[src/design/ecr_pkg.sv]
// constants for the enhanced host extra configuration registers
package ecr_pkg;
  localparam logic [7:0]  ECR_OFS_RELEASE   = 8'h60;
  localparam logic [7:0]  ECR_OFS_FRAME_ADJ = 8'h61;
  localparam logic [7:0]  ECR_OFS_WAKE_LO   = 8'h62;
  localparam logic [7:0]  ECR_OFS_WAKE_HI   = 8'h63;
  localparam logic [7:0]  ECR_RELEASE_VAL   = 8'h20;
  localparam logic [5:0]  ECR_FRAME_ADJ_RST = 6'h20;
  localparam logic [15:0] ECR_WAKE_RST      = 16'h0007;
  localparam logic [15:0] ECR_FRAME_BASE    = 16'hE860;
  localparam logic [15:0] ECR_FRAME_LEN_RST = 16'hEA60;
  localparam int          ECR_FRAME_ADJ_LSB = 0;
  localparam int          ECR_FRAME_ADJ_MSB = 5;
  localparam int          ECR_FRAME_STEP_SH = 4;
endpackage

[src/design/ecr_regs.sv]
// extra configuration registers and micro-frame length generator
`timescale 1ns/1ps
module ecr_regs
  import ecr_pkg::*;
(
  // clock and reset
  input  wire logic        mclk,
  input  wire logic        rst_n,
  // configuration access, byte wide
  input  wire logic [7:0]  cfg_addr,
  input  wire logic        cfg_wr,
  input  wire logic        cfg_rd,
  input  wire logic [7:0]  cfg_wdata,
  output logic      [7:0]  cfg_rdata,
  // frame counter tick, one per counter clock
  input  wire logic        sof_tick,
  // frame and wake mask outputs
  output logic      [15:0] frame_len,
  output logic             sof_pulse,
  output logic      [15:0] port_wake_policy_mask
);

  // frame adjust byte
  logic [5:0]  frame_adjust_reg;
  logic [5:0]  frame_adjust_next;
  logic        wr_frame_adj;

  // wake mask bytes
  logic [7:0]  wake_lo_reg;
  logic [7:0]  wake_lo_next;
  logic [7:0]  wake_hi_reg;
  logic [7:0]  wake_hi_next;
  logic        wr_wake_lo;
  logic        wr_wake_hi;

  // read path
  logic [7:0]  rdata_reg;
  logic [7:0]  rdata_next;

  // frame generator
  logic [15:0] frame_cnt_reg;
  logic [15:0] frame_cnt_next;
  logic [15:0] frame_len_reg;
  logic [15:0] frame_len_next;
  logic        sof_reg;
  logic        sof_next;
  logic        frame_last;

  function automatic logic ecr_hit(
    input logic [7:0] addr,
    input logic [7:0] ofs
  );
    ecr_hit = (addr == ofs);
  endfunction

  function automatic logic [15:0] ecr_frame_clocks(
    input logic [5:0] adj
  );
    logic [15:0] step;
    step             = 16'({10'h000, adj}) << ECR_FRAME_STEP_SH;
    ecr_frame_clocks = ECR_FRAME_BASE + step;
  endfunction

  function automatic logic [7:0] ecr_read_byte(
    input logic [7:0]  addr,
    input logic [5:0]  adj,
    input logic [15:0] mask
  );
    logic [7:0] rb;
    case (addr)
      ECR_OFS_RELEASE: begin
        rb = ECR_RELEASE_VAL;
      end
      ECR_OFS_FRAME_ADJ: begin
        rb = {2'b00, adj};
      end
      ECR_OFS_WAKE_LO: begin
        rb = mask[7:0];
      end
      ECR_OFS_WAKE_HI: begin
        rb = mask[15:8];
      end
      // unmapped offsets read as zero
      default: begin
        rb = 8'h00;
      end
    endcase
    ecr_read_byte = rb;
  endfunction

  // release byte has no write decode, so it cannot change
  always_comb begin
    wr_frame_adj = cfg_wr && ecr_hit(cfg_addr, ECR_OFS_FRAME_ADJ);
    wr_wake_lo   = cfg_wr && ecr_hit(cfg_addr, ECR_OFS_WAKE_LO);
    wr_wake_hi   = cfg_wr && ecr_hit(cfg_addr, ECR_OFS_WAKE_HI);
  end

  // frame ends on the tick that completes frame_len counts
  always_comb begin
    frame_last = sof_tick && (frame_cnt_reg >= frame_len_reg - 16'h0001);
  end

  // reserved bits 7:6 are not stored, software keeps them zero
  always_comb begin
    frame_adjust_next = frame_adjust_reg;
    if (wr_frame_adj) begin
      frame_adjust_next = cfg_wdata[ECR_FRAME_ADJ_MSB:ECR_FRAME_ADJ_LSB];
    end
  end

  // mask only stored and reported, nothing else reads it
  always_comb begin
    wake_lo_next = wake_lo_reg;
    if (wr_wake_lo) begin
      wake_lo_next = cfg_wdata;
    end
  end

  always_comb begin
    wake_hi_next = wake_hi_reg;
    if (wr_wake_hi) begin
      wake_hi_next = cfg_wdata;
    end
  end

  // read data holds until the next read strobe
  always_comb begin
    rdata_next = rdata_reg;
    if (cfg_rd) begin
      rdata_next = ecr_read_byte(cfg_addr, frame_adjust_reg, {wake_hi_reg, wake_lo_reg});
    end
  end

  // counts ticks only; a stalled tick stretches the frame
  always_comb begin
    frame_cnt_next = frame_cnt_reg;
    if (frame_last) begin
      frame_cnt_next = 16'h0000;
    end else if (sof_tick) begin
      frame_cnt_next = frame_cnt_reg + 16'h0001;
    end
  end

  // length latched only at wrap so the running frame keeps its length
  always_comb begin
    frame_len_next = frame_len_reg;
    if (frame_last) begin
      frame_len_next = ecr_frame_clocks(frame_adjust_reg);
    end
  end

  // one-cycle start-of-frame pulse
  always_comb begin
    sof_next = frame_last;
  end

  // one flop group per concern
  always_ff @(posedge mclk or negedge rst_n) begin
    if (!rst_n) begin
      frame_adjust_reg <= ECR_FRAME_ADJ_RST;
    end else begin
      frame_adjust_reg <= frame_adjust_next;
    end
  end

  always_ff @(posedge mclk or negedge rst_n) begin
    if (!rst_n) begin
      wake_lo_reg <= ECR_WAKE_RST[7:0];
    end else begin
      wake_lo_reg <= wake_lo_next;
    end
  end

  always_ff @(posedge mclk or negedge rst_n) begin
    if (!rst_n) begin
      wake_hi_reg <= ECR_WAKE_RST[15:8];
    end else begin
      wake_hi_reg <= wake_hi_next;
    end
  end

  always_ff @(posedge mclk or negedge rst_n) begin
    if (!rst_n) begin
      rdata_reg <= 8'h00;
    end else begin
      rdata_reg <= rdata_next;
    end
  end

  // counter clears on reset so the first frame starts aligned
  always_ff @(posedge mclk or negedge rst_n) begin
    if (!rst_n) begin
      frame_cnt_reg <= 16'h0000;
    end else begin
      frame_cnt_reg <= frame_cnt_next;
    end
  end

  // first frame after reset runs the default length
  always_ff @(posedge mclk or negedge rst_n) begin
    if (!rst_n) begin
      frame_len_reg <= ECR_FRAME_LEN_RST;
    end else begin
      frame_len_reg <= frame_len_next;
    end
  end

  always_ff @(posedge mclk or negedge rst_n) begin
    if (!rst_n) begin
      sof_reg <= 1'b0;
    end else begin
      sof_reg <= sof_next;
    end
  end

  // outputs straight from flops
  assign cfg_rdata             = rdata_reg;
  assign frame_len             = frame_len_reg;
  assign sof_pulse             = sof_reg;
  assign port_wake_policy_mask = {wake_hi_reg, wake_lo_reg};

endmodule

[config.mk]
export PLATFORM = sky130hd
export DESIGN_NAME = ecr_regs
export DESIGN_NICKNAME = d
export VERILOG_FILES = /design/src/design/ecr_pkg.sv /design/src/design/ecr_regs.sv
export SDC_FILE = /design/constraint.sdc
export NUM_CORES = 1
export LEC_CHECK = 0
export BUFFER_PORTS_ARGS = -buffer_cell sky130_fd_sc_hd__buf_2
export CELL_PAD_IN_SITES_DETAIL_PLACEMENT = 0
export CELL_PAD_IN_SITES_GLOBAL_PLACEMENT = 2
export CORE_MARGIN = 2
export CORE_UTILIZATION = 35
export CTS_BUF_LIST = sky130_fd_sc_hd__clkbuf_16
export DETAILED_ROUTE_END_ITERATION = 12
export PLACE_DENSITY = 0.86
export SYNTH_ARGS = -nofsm -noshare
export SYNTH_HDL_FRONTEND = slang
export SYNTH_SLANG_ARGS = --single-unit
[constraint.sdc]
create_clock -name mclk -period 5.6 [get_ports mclk]
set_input_delay 1.12 -clock mclk [delete_from_list [all_inputs] [get_ports mclk]]
set_output_delay 1.12 -clock mclk [all_outputs]
set_load 0.05 [all_outputs]
==> results of run 1 <==
cell type report:
cell class | instances | area [um2]
clock inverters | 3 | 47.5
inverters | 20 | 75.1
multi-input cells | 190 | 1420
fillers | 813 | 4750
repair buffers | 53 | 268
clock buffers | 5 | 125
flip-flops and latches | 54 | 1360
well taps | 105 | 131
final timing paths:
path | slack (ps) | from | to | cells after the start
hold reg to reg | 470 | frame_adjust_reg[1] | frame_len[5] | 1
setup / recovery | 2560 | frame_len[8] | frame_len[10] | 8
hold / removal | 470 | frame_adjust_reg[1] | frame_len[5] | 1
min in group asynchronous | 940 | rst_n | frame_cnt_reg[7] | 2
setup reg to reg | 2560 | frame_len[8] | frame_len[10] | 8
max in group asynchronous | 4170 | rst_n | cfg_rdata[2] | 2
worst register-to-register path, stage by stage (launching register included):
cell,delay [ps]
dfrtp_1,440
nor4_1,360
nor4b_1,350
ha_1,240
nand3_1,130
nor4_4,190
o21ai_2,220
a21oi_2,600
mux2_2,410
logic make-up (layout without fill, tap and decap cells):
kind of cell	after synthesis	in the layout	share of synthesized area, %
other	2	9	0.255
buffers and inverters	38	81	6.41
AND/OR/NAND/NOR	78	78	15.0
flip-flops	54	54	46.2
XOR/XNOR	9	9	2.68
AO/OA/AOI/OAI	46	46	10.5
adder cells (fa/ha/maj)	11	11	4.67
multiplexers	37	37	14.4
cells in the mapped netlist (4+ instances only):
cell       count  area (um2)
o2bb2ai_1      4        35.0
ha_1          11         138
buf_4          9        67.6
mux2_2        26         293
a31oi_1        5        31.3
clkbuf_1       4        15.0
nand4_1        8        50.1
a22oi_1        6        45.0
mux2_4         4        60.1
buf_2          4        20.0
nor2_1        11        41.3
nand3_1       15        75.1
dfrtp_1       47        1180
dfstp_2        7         184
inv_1         20        75.1
xnor2_1        6        52.6
o21ai_0       10        50.1
nand2_1       22        82.6
o22ai_1        9        56.3
mux2i_1        7        70.1
stage by stage:
stage | cell area [um2] | total power [mW] | cells | hold slack [ps] | worst slack [ps]
finish | 3430 | 0.970 | 430 | 474 | 2560
global route | 3430 | 1.02 | 430 | 516 | 2290
CTS | 3430 | 0.978 | 430 | 480 | 2510
detailed placement | 3260 | 0.615 | 422 | 459 | 2530
global placement | 3260 | 0.615 | 422 | 493 | 2580
floorplan | 2970 | 0.568 | 282 | 409 | 2990
layer usage:
layer,wire length (um),part of all wire [%],global-route usage (%),up-vias
met5,0,0,0,-
met4,35,0.53,2.86,0
met3,370,5.6,4.07,2
met2,3210,48,25.2,54
met1,3040,46,20.8,1066
li1,-,-,-,1075
cells in the final DEF (no fill, tap or decap), drive strengths merged, types with 2 or more instances in the layout:
cell	count
a21oi	4
a22oi	6
a31oi	5
and3	2
buf	53
clkbuf	5
conb	9
dfrtp	47
dfstp	7
ha	11
inv	21
mux2	30
mux2i	7
nand2	22
nand2b	2
nand3	16
nand4	9
nor2	11
nor2b	2
nor3	4
nor4	4
nor4b	2
o21ai	11
o22ai	9
o2bb2ai	4
o311ai	3
xnor2	6
xor2	3
where the power goes:
part | internal, mW | leakage (nW) | total [mW] | switching, mW
logic | 0.0499 | 0.885 | 0.151 | 0.101
clock network | 0.214 | 0.0844 | 0.363 | 0.149
registers | 0.419 | 0.670 | 0.456 | 0.0368
total | 0.683 | 1.64 | 0.970 | 0.287
==> summary.md, run 1 <==
| Metric | Value |
|---|---|
| Worst vdd ir | 0.000198 V |
| Syn Std Cell Area | 2950 um2 |
| Largest net degree at the start of global routing | 55 |
| Site row count | 33 |
| Worst-path fanout max | 12 |
| Placer congestion estimate | 0.803 |
| Required @ worst endpoint | between 5000 and 6000 ps |
| Post-synth top flop | dfrtp_1 |
| I/O pin total | 62 |
| Ys Warns | 0 |
| Worst setup SP type | flip-flop |
| Residual DRC | 0 |
| CTS root buf | clkbuf_16 |
| Synthesized area per cell | 10.7 um2 |
| RSZ-0062 raised after global routing | false |
| Final worst path period share | 54.3% |
| Critical Path AT | approximately 3200 ps |
| Dpl hpwl | 4790 um |
| Clock-pin slew of the registers on the worst-case setup and hold paths | 80 ps |
| CP top delay family | simple AND/OR/NAND/NOR gates |
| Slowest stage delay, CP | 600 ps |
| CTS tree | yes |
| Pwr per Cell Area | 283 nW/um2 |
| Seq cells post-synth | 54 |
| Setup CP Type | flip-flop to flip-flop |
| Chip width | 95.7 um |
| Layout cell share with drive strength beyond 1 | 32.6% |
| Max-Slew Margin vs Limit | 52.7% |
| Status | complete, no violations |
| Number of hold buffers added after cts | 0 |
| Clock sinks | 54 |
| # Post-CTS Setup Buffers | 0 |
| Max frequency | 329 MHz |
| Cts repair resizes | 0 |
| Antenna Nets Post-Route | 0 |
| Vias post-DR | between 2000 and 2500 |
| HP Class | flip-flop to flip-flop |
| Critical path buffers and inverters | 0 |
| Total negative slack | 0 ps |
| Placeable Area | 8180 um2 |
| Cells along the critical path | nor4_1 > nor4b_1 > ha_1 > nand3_1 > nor4_4 > o21ai_2 > a21oi_2 > mux2_2 |
| Post-synthesis cell type count | 45 |
| Final net count | 356 |
| Die footprint | 9170 um2 |
| Max reg flops | 16 |
| Slew @ Worst Pin | 710 ps |
| Leakage Power | 1.64 nW |
| Async set-reset flop share out of synthesis | 100% |
| Minimum clock period | 3040 ps |
| First-pass GRT wire length | 11000 um |
| Vias per cell | between 5 and 6 |
| Sequential share of the synthesized area | 46.2% |
| Drt wl/cell | between 15 and 20 um |
| GRT Resource Usage Total | 15.4% |
| CP endpoint kind | flip-flop |
| Slowest cell on the critical path | a21oi_2 |
| Area grow syn2layout | 16.4% |
| Antenna violations before repair | 0 |
| Die Y | 95.7 um |
| Final Hold Viols | 0 |
| Syn Inst Count | 275 |
| Drt pass-1 iters | 4 |
| Final setup violation count | 0 |
| DR iter-0 viols | 116 |
| Clk_skew | ~10 ps |
| GR Overflow Total | 0 |
| Final WL | 6660 um |
| Max Cap Viol | 0 |
| Number of I/O port buffers | 52 |
| Vias in the first global route | 2145 |
| Slew Limit Fails | 0 |
| EDFF count, synth | 0 |
| Initial Util | 36.0% |
| H-tree depth | 2 |
| Antenna fix cells | 0 |
| Clk_lat worst skew | 290 ps |
| Max clock buf depth | 2 |
| Final Core Density | 41.9% |
| CTS buffer count | 5 |
Note: power is estimated with default switching activity, not from simulation.
==> run 2, diff against run 1 <==
==> constraint.sdc (replaced) <==
create_clock -name mclk -period 3.09 [get_ports mclk]
set_input_delay 0.618 -clock mclk [delete_from_list [all_inputs] [get_ports mclk]]
set_output_delay 0.618 -clock mclk [all_outputs]
set_load 0.05 [all_outputs]
==> run 2 against run 1 <==
Compared with the run above:
- flip-flop and latch count unchanged
- clock power rose by 58%
- core utilization about the same
- sequential share of layout area is essentially flat
- critical endpoint unchanged
==> summary.md, run 2 (synthesized netlist as in run 1, its figures left out) <==
| Metric | Value |
|---|---|
| Largest net degree at the start of global routing | 22 (-60%) |
| Worst-path fanout max | 12 (unchanged) |
| Slowest stage delay, CP | 440 ps (-160 ps) |
| H-tree depth | 2 (unchanged) |
| Max-Slew Margin vs Limit | 64.6% (+12 points) |
| Total negative slack | 0 ps (unchanged) |
| Final WL | 6810 um (+2.3%) |
| Max reg flops | 16 (unchanged) |
| Cells along the critical path | nor4_1 > nand2_1 > xor2_1 > ha_1 > nand3_1 > nor4_4 > o21ai_2 > a21oi_2 > buf_4 > mux2_2 |
| Reg2reg start | frame_len[8] |
| Filler instances | 816 (+0.37%) |
| Antenna Nets Post-Route | 0 (unchanged) |
| Dpl hpwl | 5000 um (+4.3%) |
| Pwr per Cell Area | 490 nW/um2 (+73%) |
| Slew @ Worst Pin | 531 ps (-179 ps) |
| Vias per cell | 5.09 (-0.38%) |
| Crit path capture | frame_len[10] |
| Vias post-DR | 2204 (+0.32%) |
| RSZ-0062 raised after global routing | false |
| Clk_lat worst skew | 290 ps (about the same) |
| Most common cell after layout, fill and taps aside | buf_2 |
| Antenna fix cells | 0 (unchanged) |
| R2r setup slk | 250 ps (-2310 ps) |
| Tot Pwr | 1.68 mW (+73%) |
| End of the worst register-to-register path | frame_len[10] |
| Placeable Area | 8180 um2 (unchanged) |
| Slowest cell on the critical path | dfrtp_1 |
| First-pass GRT wire length | 11500 um (+4.2%) |
| Vias in the first global route | 2261 (+5.4%) |
| Die footprint | 9170 um2 (unchanged) |
| Non-filler cells, final | 433 (+0.70%) |
| Setup ws final | 250 ps (-2310 ps) |
| Required @ worst endpoint | 3270 ps (-2510 ps) |
| Layout cell share with drive strength beyond 1 | 33.2% (+0.62 points) |
| Clock-pin slew of the registers on the worst-case setup and hold paths | 70 ps (about the same) |
| Site row count | 33 (unchanged) |
| Antenna violations before repair | 0 (unchanged) |
| Max Cap Viol | 0 (unchanged) |
| I/O pin total | 62 (unchanged) |
| Residual DRC | 0 (unchanged) |
| Status | complete, no violations |
| Number of I/O port buffers | 52 (unchanged) |
| Die Y | 95.7 um (unchanged) |
| Drt wl/cell | 15.7 um (+1.6%) |
| Minimum clock period | 2840 ps (-201 ps) |
| Critical Path AT | 3020 ps (-200 ps) |
| Clock sinks | 54 (unchanged) |
| Worst setup SP type | flip-flop |
| DR iter-0 viols | 44 (-62%) |
| CP endpoint kind | flip-flop |
| Initial Util | 36.0% (unchanged) |
| HP Class | input pin to async pin |
| Worst vdd ir | 0.000294 V (+48%) |
| Drt pass-1 iters | 4 (unchanged) |
| CP Launch Point | frame_len[8] |
| Setup CP Type | flip-flop to flip-flop |
| CTS root buf | clkbuf_16 |
| Max clock buf depth | 2 (unchanged) |
| Max frequency | 352 MHz (+7.1%) |
| Place WS | 129 ps (-2400 ps) |
| Placer congestion estimate | 0.767 (-4.5%) |
| Final net count | 359 (+0.84%) |
| # Post-CTS Setup Buffers | 0 (unchanged) |
| Final Hold Viols | 0 (unchanged) |
| Chip width | 95.7 um (unchanged) |
| Final setup violation count | 0 (unchanged) |
| Leakage Power | 1.64 nW (-0.13%) |
| Commonest non-fill, non-tap cells in the layout | buf_2, dfrtp_1, mux2_2 |
| GR Overflow Total | 0 (unchanged) |
| Worst reg-to-reg path cell count | 10 (+2) |
| Slew Limit Fails | 0 (unchanged) |
| GRT Resource Usage Total | 16.1% (+0.71 points) |
| Final worst path period share | 91.9% (+38 points) |
| CTS tree | yes |
| Clk_skew | 3.67 ps (-6.38 ps) |
| Area grow syn2layout | 16.5% (about the same) |
| Placed cells | 425 (+0.71%) |
| CTS buffer count | 5 (unchanged) |
[run 2: area by class of cell]
| cell class | count | area, um2 | share of cell area, % |
|---|---|---|---|
| multi-input combinational | 190 | 1430 | 41.6 |
| sequential | 54 | 1360 | 39.6 |
| timing repair buffer | 56 | 290 | 8.46 |
| tap | 105 | 131 | 3.83 |
| clock buffer | 5 | 125 | 3.65 |
| inverter | 20 | 75.1 | 2.19 |
| clock inverter | 3 | 20.0 | 0.584 |
[run 2: how the worst min path moves through the flow]
stage,slack [ps],end,cells past startpoint
after floorplan,320,cfg_rdata[0],0
after global placement,490,frame_cnt_reg[15],2
after detailed placement,480,frame_len[5],1
after CTS,280,frame_len[10],1
after global routing,300,frame_len[10],1
final,270,frame_len[10],1
[run 2: what timing repair did]
action / 4_1_cts / 5_1_grt
hold buffers: 0 / 0
resized for setup: 0 / 1
endpoints found under the setup margin: 0 / 8
[run 2: critical path: cells and delay by family, from the launching register on]
family | cells | cell delay, ps
flip-flops | 1 | 440
AO/OA/AOI/OAI | 2 | 400
adder cells (fa/ha/maj) | 1 | 320
AND/OR/NAND/NOR | 4 | 820
buffers and inverters | 1 | 230
multiplexers | 1 | 350
XOR/XNOR | 1 | 160
[run 2: stage by stage]
stage	area, um2	util [%]	hold slack, ps
floorplan	2970	-	322
global placement	3280	40.1	495
detailed placement	3280	40.1	483
CTS	3420	41.9	275
global route	3430	42.0	295
finish	3430	42.0	269
[run 2: report_power, final]
group	internal, mW	total (mW)	leakage [nW]	switching (mW)
clock network	0.301	0.573	0.0679	0.271
registers	0.760	0.828	0.670	0.0685
logic	0.0912	0.280	0.899	0.188
[run 2: routing by layer]
metal	GRT usage, %	vias up	part of all wire [%]
met5	0	-	0
met4	4.29	0	1.2
met3	3.92	7	5.1
met2	27.3	60	48
met1	20.7	1055	46
li1	-	1082	-
